**src/hw/abu_regs.svh**
```systemverilog
// register offsets, field positions, reset values and fixed codes of the breakpoint unit
`ifndef ABU_REGS_SVH
`define ABU_REGS_SVH

// ==========================================================
// byte offsets on the register bus, one aligned word each
`define ABU_OFS_CTRL_STATUS  6'h00
`define ABU_OFS_MATCH_HIGH   6'h04
`define ABU_OFS_MATCH_LOW    6'h08
`define ABU_OFS_WAKE_STATUS  6'h0C
`define ABU_OFS_FLAG_CLEAR   6'h10
`define ABU_OFS_IRQ_STATUS   6'h14
`define ABU_OFS_IRQ_ENABLE   6'h18
`define ABU_OFS_IRQ_CLEAR    6'h1C
`define ABU_OFS_UNIT_STATE   6'h20

// ==========================================================
// field positions
`define ABU_BIT_BREAK_ENABLE 7
`define ABU_BIT_BREAK_ACTIVE 6
`define ABU_BIT_STOP_WAIT    1
`define ABU_BIT_CLEAR_ENABLE 7
`define ABU_IRQ_ENTRY        0
`define ABU_IRQ_WAKE         1

// ==========================================================
// reset values and fixed codes
`define ABU_RST_BYTE         8'h00
`define ABU_VECTOR_USER      16'hFFFC
`define ABU_VECTOR_MONITOR   16'hFEFC
`define ABU_OPCODE_SWI       8'h83
`define ABU_OPCODE_RTI       8'h80

`endif

```
**src/hw/abu_pkg.sv**
```systemverilog
// types shared by the breakpoint unit
package abu_pkg;

    // ==========================================================
    // break sequencing
    typedef enum logic [1:0] {
        ABU_IDLE    = 2'b00,
        ABU_PENDING = 2'b01,
        ABU_ACTIVE  = 2'b10
    } abu_state_e;

    // ==========================================================
    // complete state of the top module
    typedef struct packed {
        logic        break_enable_bit;
        logic        break_active_flag;
        logic [7:0]  match_high;
        logic [7:0]  match_low;
        logic        stop_wait_exit_flag;
        logic        clear_flag_enable;
        abu_state_e  phase;
        logic        ack;
        logic [31:0] rdata;
        logic [1:0]  irq_status;
        logic [1:0]  irq_enable;
        logic [15:0] vector;
        logic [7:0]  opcode;
    } abu_state_s;

endpackage : abu_pkg

```
**src/hw/abu_addr_match.sv**
```systemverilog
// comparator that qualifies program-counter addresses against the match value
`timescale 1ns/100ps

module abu_addr_match #(
    parameter int AW = 16
) (
    input  wire logic [AW-1:0] bus_addr,
    input  wire logic          pc_cycle,
    input  wire logic [AW-1:0] match_addr,
    input  wire logic          enable,
    output logic               hit
);

    // only fetches driven by the program counter count; data cycles never hit
    assign hit = enable && pc_cycle && (bus_addr == match_addr);

endmodule : abu_addr_match

```
**src/hw/abu_unit.sv**
```systemverilog
// address breakpoint unit: match logic, break sequencing and register slave
`timescale 1ns/100ps
`include "abu_regs.svh"

// Operation
// - address equal to match value with breaks enabled raises the breakpoint request.
// - only program-counter addresses are compared; other bus cycles never match.
// - after the current instruction the core is handed the swi opcode.
// - break vector is FFFC in user mode, FEFC in monitor mode.
// - a match on an instruction's last cycle forces entry in that cycle.
// - enable bit 7 permits 16-bit match breaks, blocks them when zero, resets clear.
// - active flag set by match, readable, writable, cleared by writing zero or reset.
// - writing one to the active flag starts a break like a match.
// - match address held as high and low bytes, both zero after reset.
// - a return-from-interrupt inside the break ends the break state.
// - while the break is active the timer counter is held.
// - watchdog disabled during the break while the test voltage is present.
// - during break, peripheral flags clear only when the clear-flag enable is one.
// - a break in stop mode wakes the device and sets the stop/wait flag.
// - stop/wait flag reads one after a break exit, cleared by zero or reset.
// - matching keeps running in wait mode so a match can end wait.
module abu_unit (
    input  wire logic              CLK,
    input  wire logic              RESET_N,
    input  wire logic              CE,
    // register bus
    input  wire logic [5:0]        AVS_ADDRESS,
    input  wire logic              AVS_READ,
    input  wire logic              AVS_WRITE,
    input  wire logic [31:0]       AVS_WRITEDATA,
    output logic [31:0]            AVS_READDATA,
    output logic                   AVS_WAITREQUEST,
    output logic                   IRQ,
    // core side
    input  wire logic [15:0]       CPU_ADDR,
    input  wire logic              CPU_PC_CYCLE,
    input  wire logic              CPU_LAST_CYCLE,
    input  wire logic              CPU_OPCODE_LOAD,
    input  wire logic [7:0]        CPU_OPCODE,
    input  wire logic              MONITOR_MODE,
    input  wire logic              STOP_MODE,
    input  wire logic              WAIT_MODE,
    input  wire logic              HIGH_TEST_VOLTAGE,
    // toward the system integration logic
    output logic                   BREAKPOINT_REQUEST,
    output logic                   FORCE_OPCODE,
    output logic [7:0]             FORCED_OPCODE,
    output logic [15:0]            BREAK_VECTOR,
    output logic                   LOW_POWER_EXIT,
    output logic                   BREAK_STATE,
    output abu_pkg::abu_state_e    BREAK_PHASE,
    output logic                   TIMER_HOLD,
    output logic                   WATCHDOG_DISABLE,
    output logic                   FLAG_CLEAR_ALLOW
);
    import abu_pkg::*;

    abu_state_s s;
    abu_state_s next_s;

    logic hit;
    logic sw_request;
    logic new_request;
    logic boundary;
    logic take;
    logic rti_seen;
    logic access;
    logic do_write;
    logic do_read;

    function automatic logic [31:0] byte_word(input logic [7:0] b);
        byte_word = {24'h00_0000, b};
    endfunction : byte_word

    // stop and wait both count as an instruction boundary and as a wake event
    function automatic logic low_power(input logic stop_in, input logic wait_in);
        low_power = stop_in || wait_in;
    endfunction : low_power

    // ==========================================================
    // address compare
    abu_addr_match #(
        .AW(16)
    ) u_match (
        .bus_addr   (CPU_ADDR),
        .pc_cycle   (CPU_PC_CYCLE),
        .match_addr ({s.match_high, s.match_low}),
        .enable     (s.break_enable_bit),
        .hit        (hit)
    );

    // ==========================================================
    // bus handshake: one wait cycle, then the access completes
    assign access   = (AVS_READ || AVS_WRITE) && CE;
    assign do_write = AVS_WRITE && s.ack && CE;
    assign do_read  = AVS_READ && !s.ack && CE;
    assign AVS_WAITREQUEST = (AVS_READ || AVS_WRITE) && !s.ack;
    assign AVS_READDATA    = s.rdata;

    assign sw_request = do_write && (AVS_ADDRESS == `ABU_OFS_CTRL_STATUS)
                        && AVS_WRITEDATA[`ABU_BIT_BREAK_ACTIVE];

    // matching is not gated by wait mode, so a match can end it
    assign new_request = (s.phase == ABU_IDLE) && (hit || sw_request);
    // in stop or wait no instruction runs, so the request is taken at once
    assign boundary = CPU_LAST_CYCLE || low_power(STOP_MODE, WAIT_MODE);
    assign take = ((s.phase == ABU_PENDING) || new_request) && boundary && CE;
    assign rti_seen = (s.phase == ABU_ACTIVE) && CPU_OPCODE_LOAD
                      && (CPU_OPCODE == `ABU_OPCODE_RTI);

    // ==========================================================
    // next state
    always_comb begin
        next_s = s;
        next_s.ack = access && !s.ack;
        next_s.vector = MONITOR_MODE ? `ABU_VECTOR_MONITOR : `ABU_VECTOR_USER;
        next_s.opcode = `ABU_OPCODE_SWI;

        if (do_read) begin
            unique case (AVS_ADDRESS)
                `ABU_OFS_CTRL_STATUS: next_s.rdata = byte_word({s.break_enable_bit,
                                                    s.break_active_flag, 6'h00});
                `ABU_OFS_MATCH_HIGH:  next_s.rdata = byte_word(s.match_high);
                `ABU_OFS_MATCH_LOW:   next_s.rdata = byte_word(s.match_low);
                `ABU_OFS_WAKE_STATUS: next_s.rdata = byte_word({6'h00,
                                                    s.stop_wait_exit_flag, 1'b0});
                `ABU_OFS_FLAG_CLEAR:  next_s.rdata = byte_word({s.clear_flag_enable,
                                                    7'h00});
                `ABU_OFS_IRQ_STATUS:  next_s.rdata = byte_word({6'h00, s.irq_status});
                `ABU_OFS_IRQ_ENABLE:  next_s.rdata = byte_word({6'h00, s.irq_enable});
                `ABU_OFS_UNIT_STATE:  next_s.rdata = byte_word({6'h00, s.phase});
                default:              next_s.rdata = 32'h0000_0000;
            endcase
        end

        if (do_write) begin
            unique case (AVS_ADDRESS)
                `ABU_OFS_CTRL_STATUS: begin
                    next_s.break_enable_bit  = AVS_WRITEDATA[`ABU_BIT_BREAK_ENABLE];
                    next_s.break_active_flag = AVS_WRITEDATA[`ABU_BIT_BREAK_ACTIVE];
                end
                `ABU_OFS_MATCH_HIGH: next_s.match_high = AVS_WRITEDATA[7:0];
                `ABU_OFS_MATCH_LOW:  next_s.match_low  = AVS_WRITEDATA[7:0];
                `ABU_OFS_WAKE_STATUS: begin
                    // writing one has no effect; only zero clears
                    if (!AVS_WRITEDATA[`ABU_BIT_STOP_WAIT]) begin
                        next_s.stop_wait_exit_flag = 1'b0;
                    end
                end
                `ABU_OFS_FLAG_CLEAR: next_s.clear_flag_enable =
                                         AVS_WRITEDATA[`ABU_BIT_CLEAR_ENABLE];
                `ABU_OFS_IRQ_ENABLE: next_s.irq_enable = AVS_WRITEDATA[1:0];
                `ABU_OFS_IRQ_CLEAR:  next_s.irq_status = s.irq_status & ~AVS_WRITEDATA[1:0];
                default: begin
                end
            endcase
        end

        // hardware sets come last so they win over a clear in the same cycle
        if (hit && CE) begin
            next_s.break_active_flag = 1'b1;
        end

        unique case (s.phase)
            ABU_IDLE: begin
                if (take) begin
                    next_s.phase = ABU_ACTIVE;
                end else if (new_request && CE) begin
                    next_s.phase = ABU_PENDING;
                end
            end
            ABU_PENDING: begin
                if (take) begin
                    next_s.phase = ABU_ACTIVE;
                end
            end
            ABU_ACTIVE: begin
                if (rti_seen && CE) begin
                    next_s.phase = ABU_IDLE;
                end
            end
            default: next_s.phase = ABU_IDLE;
        endcase

        if (take) begin
            next_s.irq_status[`ABU_IRQ_ENTRY] = 1'b1;
            if (low_power(STOP_MODE, WAIT_MODE)) begin
                next_s.stop_wait_exit_flag        = 1'b1;
                next_s.irq_status[`ABU_IRQ_WAKE]  = 1'b1;
            end
        end
    end

    // ==========================================================
    // state register; clock enable low freezes everything
    always_ff @(posedge CLK or negedge RESET_N) begin
        if (!RESET_N) begin
            s <= '{break_enable_bit: 1'b0, break_active_flag: 1'b0,
                   match_high: `ABU_RST_BYTE, match_low: `ABU_RST_BYTE,
                   stop_wait_exit_flag: 1'b0, clear_flag_enable: 1'b0,
                   phase: ABU_IDLE, ack: 1'b0, rdata: 32'h0000_0000,
                   irq_status: 2'b00, irq_enable: 2'b00,
                   vector: `ABU_VECTOR_USER, opcode: `ABU_OPCODE_SWI};
        end else if (CE) begin
            s <= next_s;
        end
    end

    // ==========================================================
    // outputs toward the core and the system integration logic
    assign BREAKPOINT_REQUEST = (s.phase == ABU_PENDING) || new_request;
    assign FORCE_OPCODE       = take;
    assign FORCED_OPCODE      = s.opcode;
    assign BREAK_VECTOR       = s.vector;
    assign LOW_POWER_EXIT     = take && low_power(STOP_MODE, WAIT_MODE);
    assign BREAK_STATE        = (s.phase == ABU_ACTIVE);
    assign BREAK_PHASE        = s.phase;
    assign TIMER_HOLD         = (s.phase == ABU_ACTIVE);
    assign WATCHDOG_DISABLE   = (s.phase == ABU_ACTIVE) && HIGH_TEST_VOLTAGE;
    assign FLAG_CLEAR_ALLOW   = (s.phase != ABU_ACTIVE) || s.clear_flag_enable;
    assign IRQ                = |(s.irq_status & s.irq_enable);

    // ==========================================================
    // register bus and clock enable
    logic ctrl_write;
    assign ctrl_write = do_write && (AVS_ADDRESS == `ABU_OFS_CTRL_STATUS);
endmodule : abu_unit

```
**config.mk**
```make
export PLATFORM = sky130hd
export DESIGN_NAME = abu_unit
export DESIGN_NICKNAME = d
export VERILOG_FILES = /design/src/hw/abu_pkg.sv /design/src/hw/abu_addr_match.sv /design/src/hw/abu_unit.sv
export VERILOG_INCLUDE_DIRS = /design/src /design/src/hw
export SDC_FILE = /design/constraint.sdc
export NUM_CORES = 1
export LEC_CHECK = 0
export ABC_AREA = 1
export BUFFER_PORTS_ARGS = -buffer_cell sky130_fd_sc_hd__buf_4
export CAP_MARGIN = 20
export CELL_PAD_IN_SITES_DETAIL_PLACEMENT = 0
export CELL_PAD_IN_SITES_GLOBAL_PLACEMENT = 1
export CORE_UTILIZATION = 31
export CTS_BUF_LIST = sky130_fd_sc_hd__clkbuf_8
export CTS_CLUSTER_SIZE = 14
export DETAILED_ROUTE_END_ITERATION = 10
export PLACE_DENSITY_LB_ADDON = 0.1
export RECOVER_POWER = 50
export SLEW_MARGIN = 30
export SYNTH_ARGS = -nofsm -noshare
export SYNTH_HDL_FRONTEND = slang
export SYNTH_SLANG_ARGS = --single-unit
export TNS_END_PERCENT = 20
```
**constraint.sdc**
```tcl
create_clock -name CLK -period 1.5 [get_ports CLK]
set_input_delay 0.225 -clock CLK [delete_from_list [all_inputs] [get_ports CLK]]
set_output_delay 0.225 -clock CLK [all_outputs]
set_load 0.01 [all_outputs]
```
==> summary.md <==
| Metric | Value |
|---|---|
| FF+latch count, synth | `36` |
| Ys Warns | `0` |
| Maximum VDD drop | `0.0003740 V` |
| Crit path DAT | `1.66 ns` |
| Die Ht | `94.79 um` |
| DR DRC count | `0` |
| CTS Buf Count | `5` |
| All-layer global routing usage | `16.78%` |
| Number of global-route vias before repair | `2,353` |
| CP max-delay cell | `dfrtp_1` |
| Core area | `8258 um2` |
| Num rows | `33` |
| CTS tree | `built` |
| Seq/Total Area, Yosys | `33.80%` |
| Final Max Slew Viols | `0` |
| Power Total | `2.453 mW` |
| Syn Std Cell Area | `2669 um2` |
| Detailed Route Iter0 Violations | `103` |
| Ranking of synthesized cells by area | `dfrtp_1 (33%), buf_4 (17%), nand2_1 (17%), inv_1 (8.9%), nor2_1 (4.8%)` |
| Die area | `8984 um2` |
| Chip Width | `94.79 um` |
| Most frequent cell on the critical path | `nand2_1` |
| RePlAce Congestion | `0.8038` |
| Buffers added on ports | `69` |
| Clk buf depth | `2` |
| Final ANT Viol Nets | `0` |
| Leak Pwr | `2.043 nW` |
| Grt ovf | `0` |
| CP startpoint kind | `flop` |
| Async set-or-reset flop fraction in the synthesized netlist | `100.0%` |
| Nets | `592` |
| WP data required | `1.27 ns` |
| MaxCap Viol Count | `0` |
| Count of final setup violators | `9` |
| Clock-pin transition on the worst setup and hold timing paths | `0.08 ns` |
| Drt total wl | `7.106 mm` |
| Critical path class | `flop to output pin` |
| Layout cells sized above 1 | `31.02%` |
| Place WS | `-0.1388 ns` |
| Max incr delay on CP | `0.37 ns` |
| Hold Path Class | `input port to flop` |
| Failing checks | `setup timing` |
| Total number of vias | `2,599` |
| CP endpoint kind | `output pin` |
| CP top delay family | `simple AND/OR/NAND/NOR gates` |
| Fmax | `530.6 MHz` |
| Initial Utilization | `32.32%` |
| DP HPWL | `5.624 mm` |
| Fillers | `926` |
| Measured slew at the worst slew-check pin | `0.9625 ns` |
| I/O pins | `141` |
| Area share of the largest cell type after synthesis | `32.82%` |
| DP Area | `3422 um2` |
| Netlist cell types | `29` |
| Setup_tns | `-1.487 ns` |
| Initial antenna violation count | `0` |
| Pre-antenna DRT Iters | `4` |
| Post-DR wirelength/cell | `11.39 um` |
| Setup Skew | `0.007469 ns` |
| RSZ-0062 raised after global routing | `yes` |
| Slew headroom | `35.83%` |
| Most common cell after layout, fill and taps aside | `buf_4` |
| Final worst setup slack | `-0.3847 ns` |
| Via density | `4.165` |
| Most frequent cells in the layout | `buf_4 (117), nand2_1 (112), inv_1 (61), conb_1 (47), nor2_1 (34)` |
| Largest net degree at the start of global routing | `37` |
| First-pass GRT wire length | `11.41 mm` |
| H-tree lvl count | `2` |
| Ys flop type | `dfrtp_1` |
| Ant. Diodes | `0` |
| Crit path max fanout | `3` |
| Clock Latency Late Sink | `0.30 ns` |
| EDFF count, synth | `0` |
| WP buf/inv | `3` |
| Worst-path cell chain | `inv_1 -> nand2_1 -> nand2_1 -> nor2_1 -> nand2_1 -> nor2_1 -> nand3b_1 -> nand2_2 -> nand4_1 -> inv_1 -> buf_4` |
| Final instance area | `3626 um2` |
| Final hold slack | `0.07471 ns` |
| Leading area contributor after synthesis | `dfrtp_1` |
| Final hold vios | `0` |
| CTS Sinks | `36` |
| Pwr per Cell Area | `676.6 nW/um2` |
| Status | `finished, violations left` |
| Fin crit share | `125.6%` |
| Area Overhead vs Synth | `35.87%` |
| Syn Area/Cell | `6.655 um2` |
| Cells after synthesis | `401` |
| Root buffer cell | `clkbuf_8` |
| Fin crit period | `1.885 ns` |
-- stage by stage --
step	cells	util (%)
finish	624	43.91
global route	624	43.91
CTS	619	43.18
detailed placement	609	41.44
global placement	609	41.44
floorplan	446	-
-- repair_timing --
| item | CTS | global route |
|---|---|---|
| endpoints found under the setup margin | 5 | 16 |
| hold buffers | 1 | 0 |
| resized for setup | 5 | 12 |
| gates cloned | 0 | 0 |
| endpoints found under the hold margin | 35 | 0 |
| pin swaps | 5 | 7 |
| buffers inserted | 1 | 5 |
-- area by class of cell --
class,instances,area [um2],area share (%)
Multi-Input combinational cell,282,1250,34.47
Timing Repair Buffer,126,977.2,26.95
Inverter,67,251.5,6.936
Clock inverter,3,42.54,1.173
Sequential cell,36,904.6,24.95
Clock buffer,5,68.82,1.898
Tap cell,105,131.4,3.623
-- worst paths after layout --
check,slack (ns),cells after the start,start,endpoint
worst max-delay path,-0.38,11,s[68],LOW_POWER_EXIT
worst min-delay path,0.07,2,MONITOR_MODE,BREAK_VECTOR[8]
worst max register to register,-0.14,13,s[68],s[27]
worst min register to register,0.48,2,AVS_READDATA[2],AVS_READDATA[2]
max in group asynchronous,0.23,2,RESET_N,BREAK_PHASE[0]
min in group asynchronous,0.61,2,RESET_N,s[70]
-- flip-flops by register name (all words and copies together) (netlist names) --
signal / count
s: 25
AVS_READDATA: 8
BREAK_PHASE: 2
BREAK_VECTOR: 1
-- where the power goes --
part           switching, mW  total, mW  internal (mW)
sequential            0.0338       1.05           1.02
combinational          0.276      0.513          0.237
clock                  0.397      0.889          0.492
total                  0.706       2.45           1.75
-- cell usage after synthesis, drive strengths merged (2+ instances only) --
library cell / instances
o22ai: 5
nor3: 2
o211ai: 2
o21ai: 31
buf: 61
conb: 2
o31ai: 2
inv: 67
nand4: 5
a21oi: 5
nand2: 122
nor2: 38
nand3: 16
dfrtp: 35
-- logic make-up (layout without fill, tap and decap cells) --
group                  after synthesis  in the layout  share of synthesized area [%]
flip-flops                          36             36                          33.80
other                                2             47                         0.2814
buffers and inverters              128            201                          26.39
AO/OA/AOI/OAI                       48             48                          9.892
AND/OR/NAND/NOR                    187            187                          29.63
-- layer usage --
metal | GRT usage (%) | wire length, um | up-vias
met5 | 0 | 0 | -
met4 | 4.545 | 73 | 0
met3 | 2.415 | 266 | 5
met2 | 26.56 | 3249 | 66
met1 | 23.70 | 3516 | 1167
li1 | - | - | 1361
(Power assumes the default switching activity.)
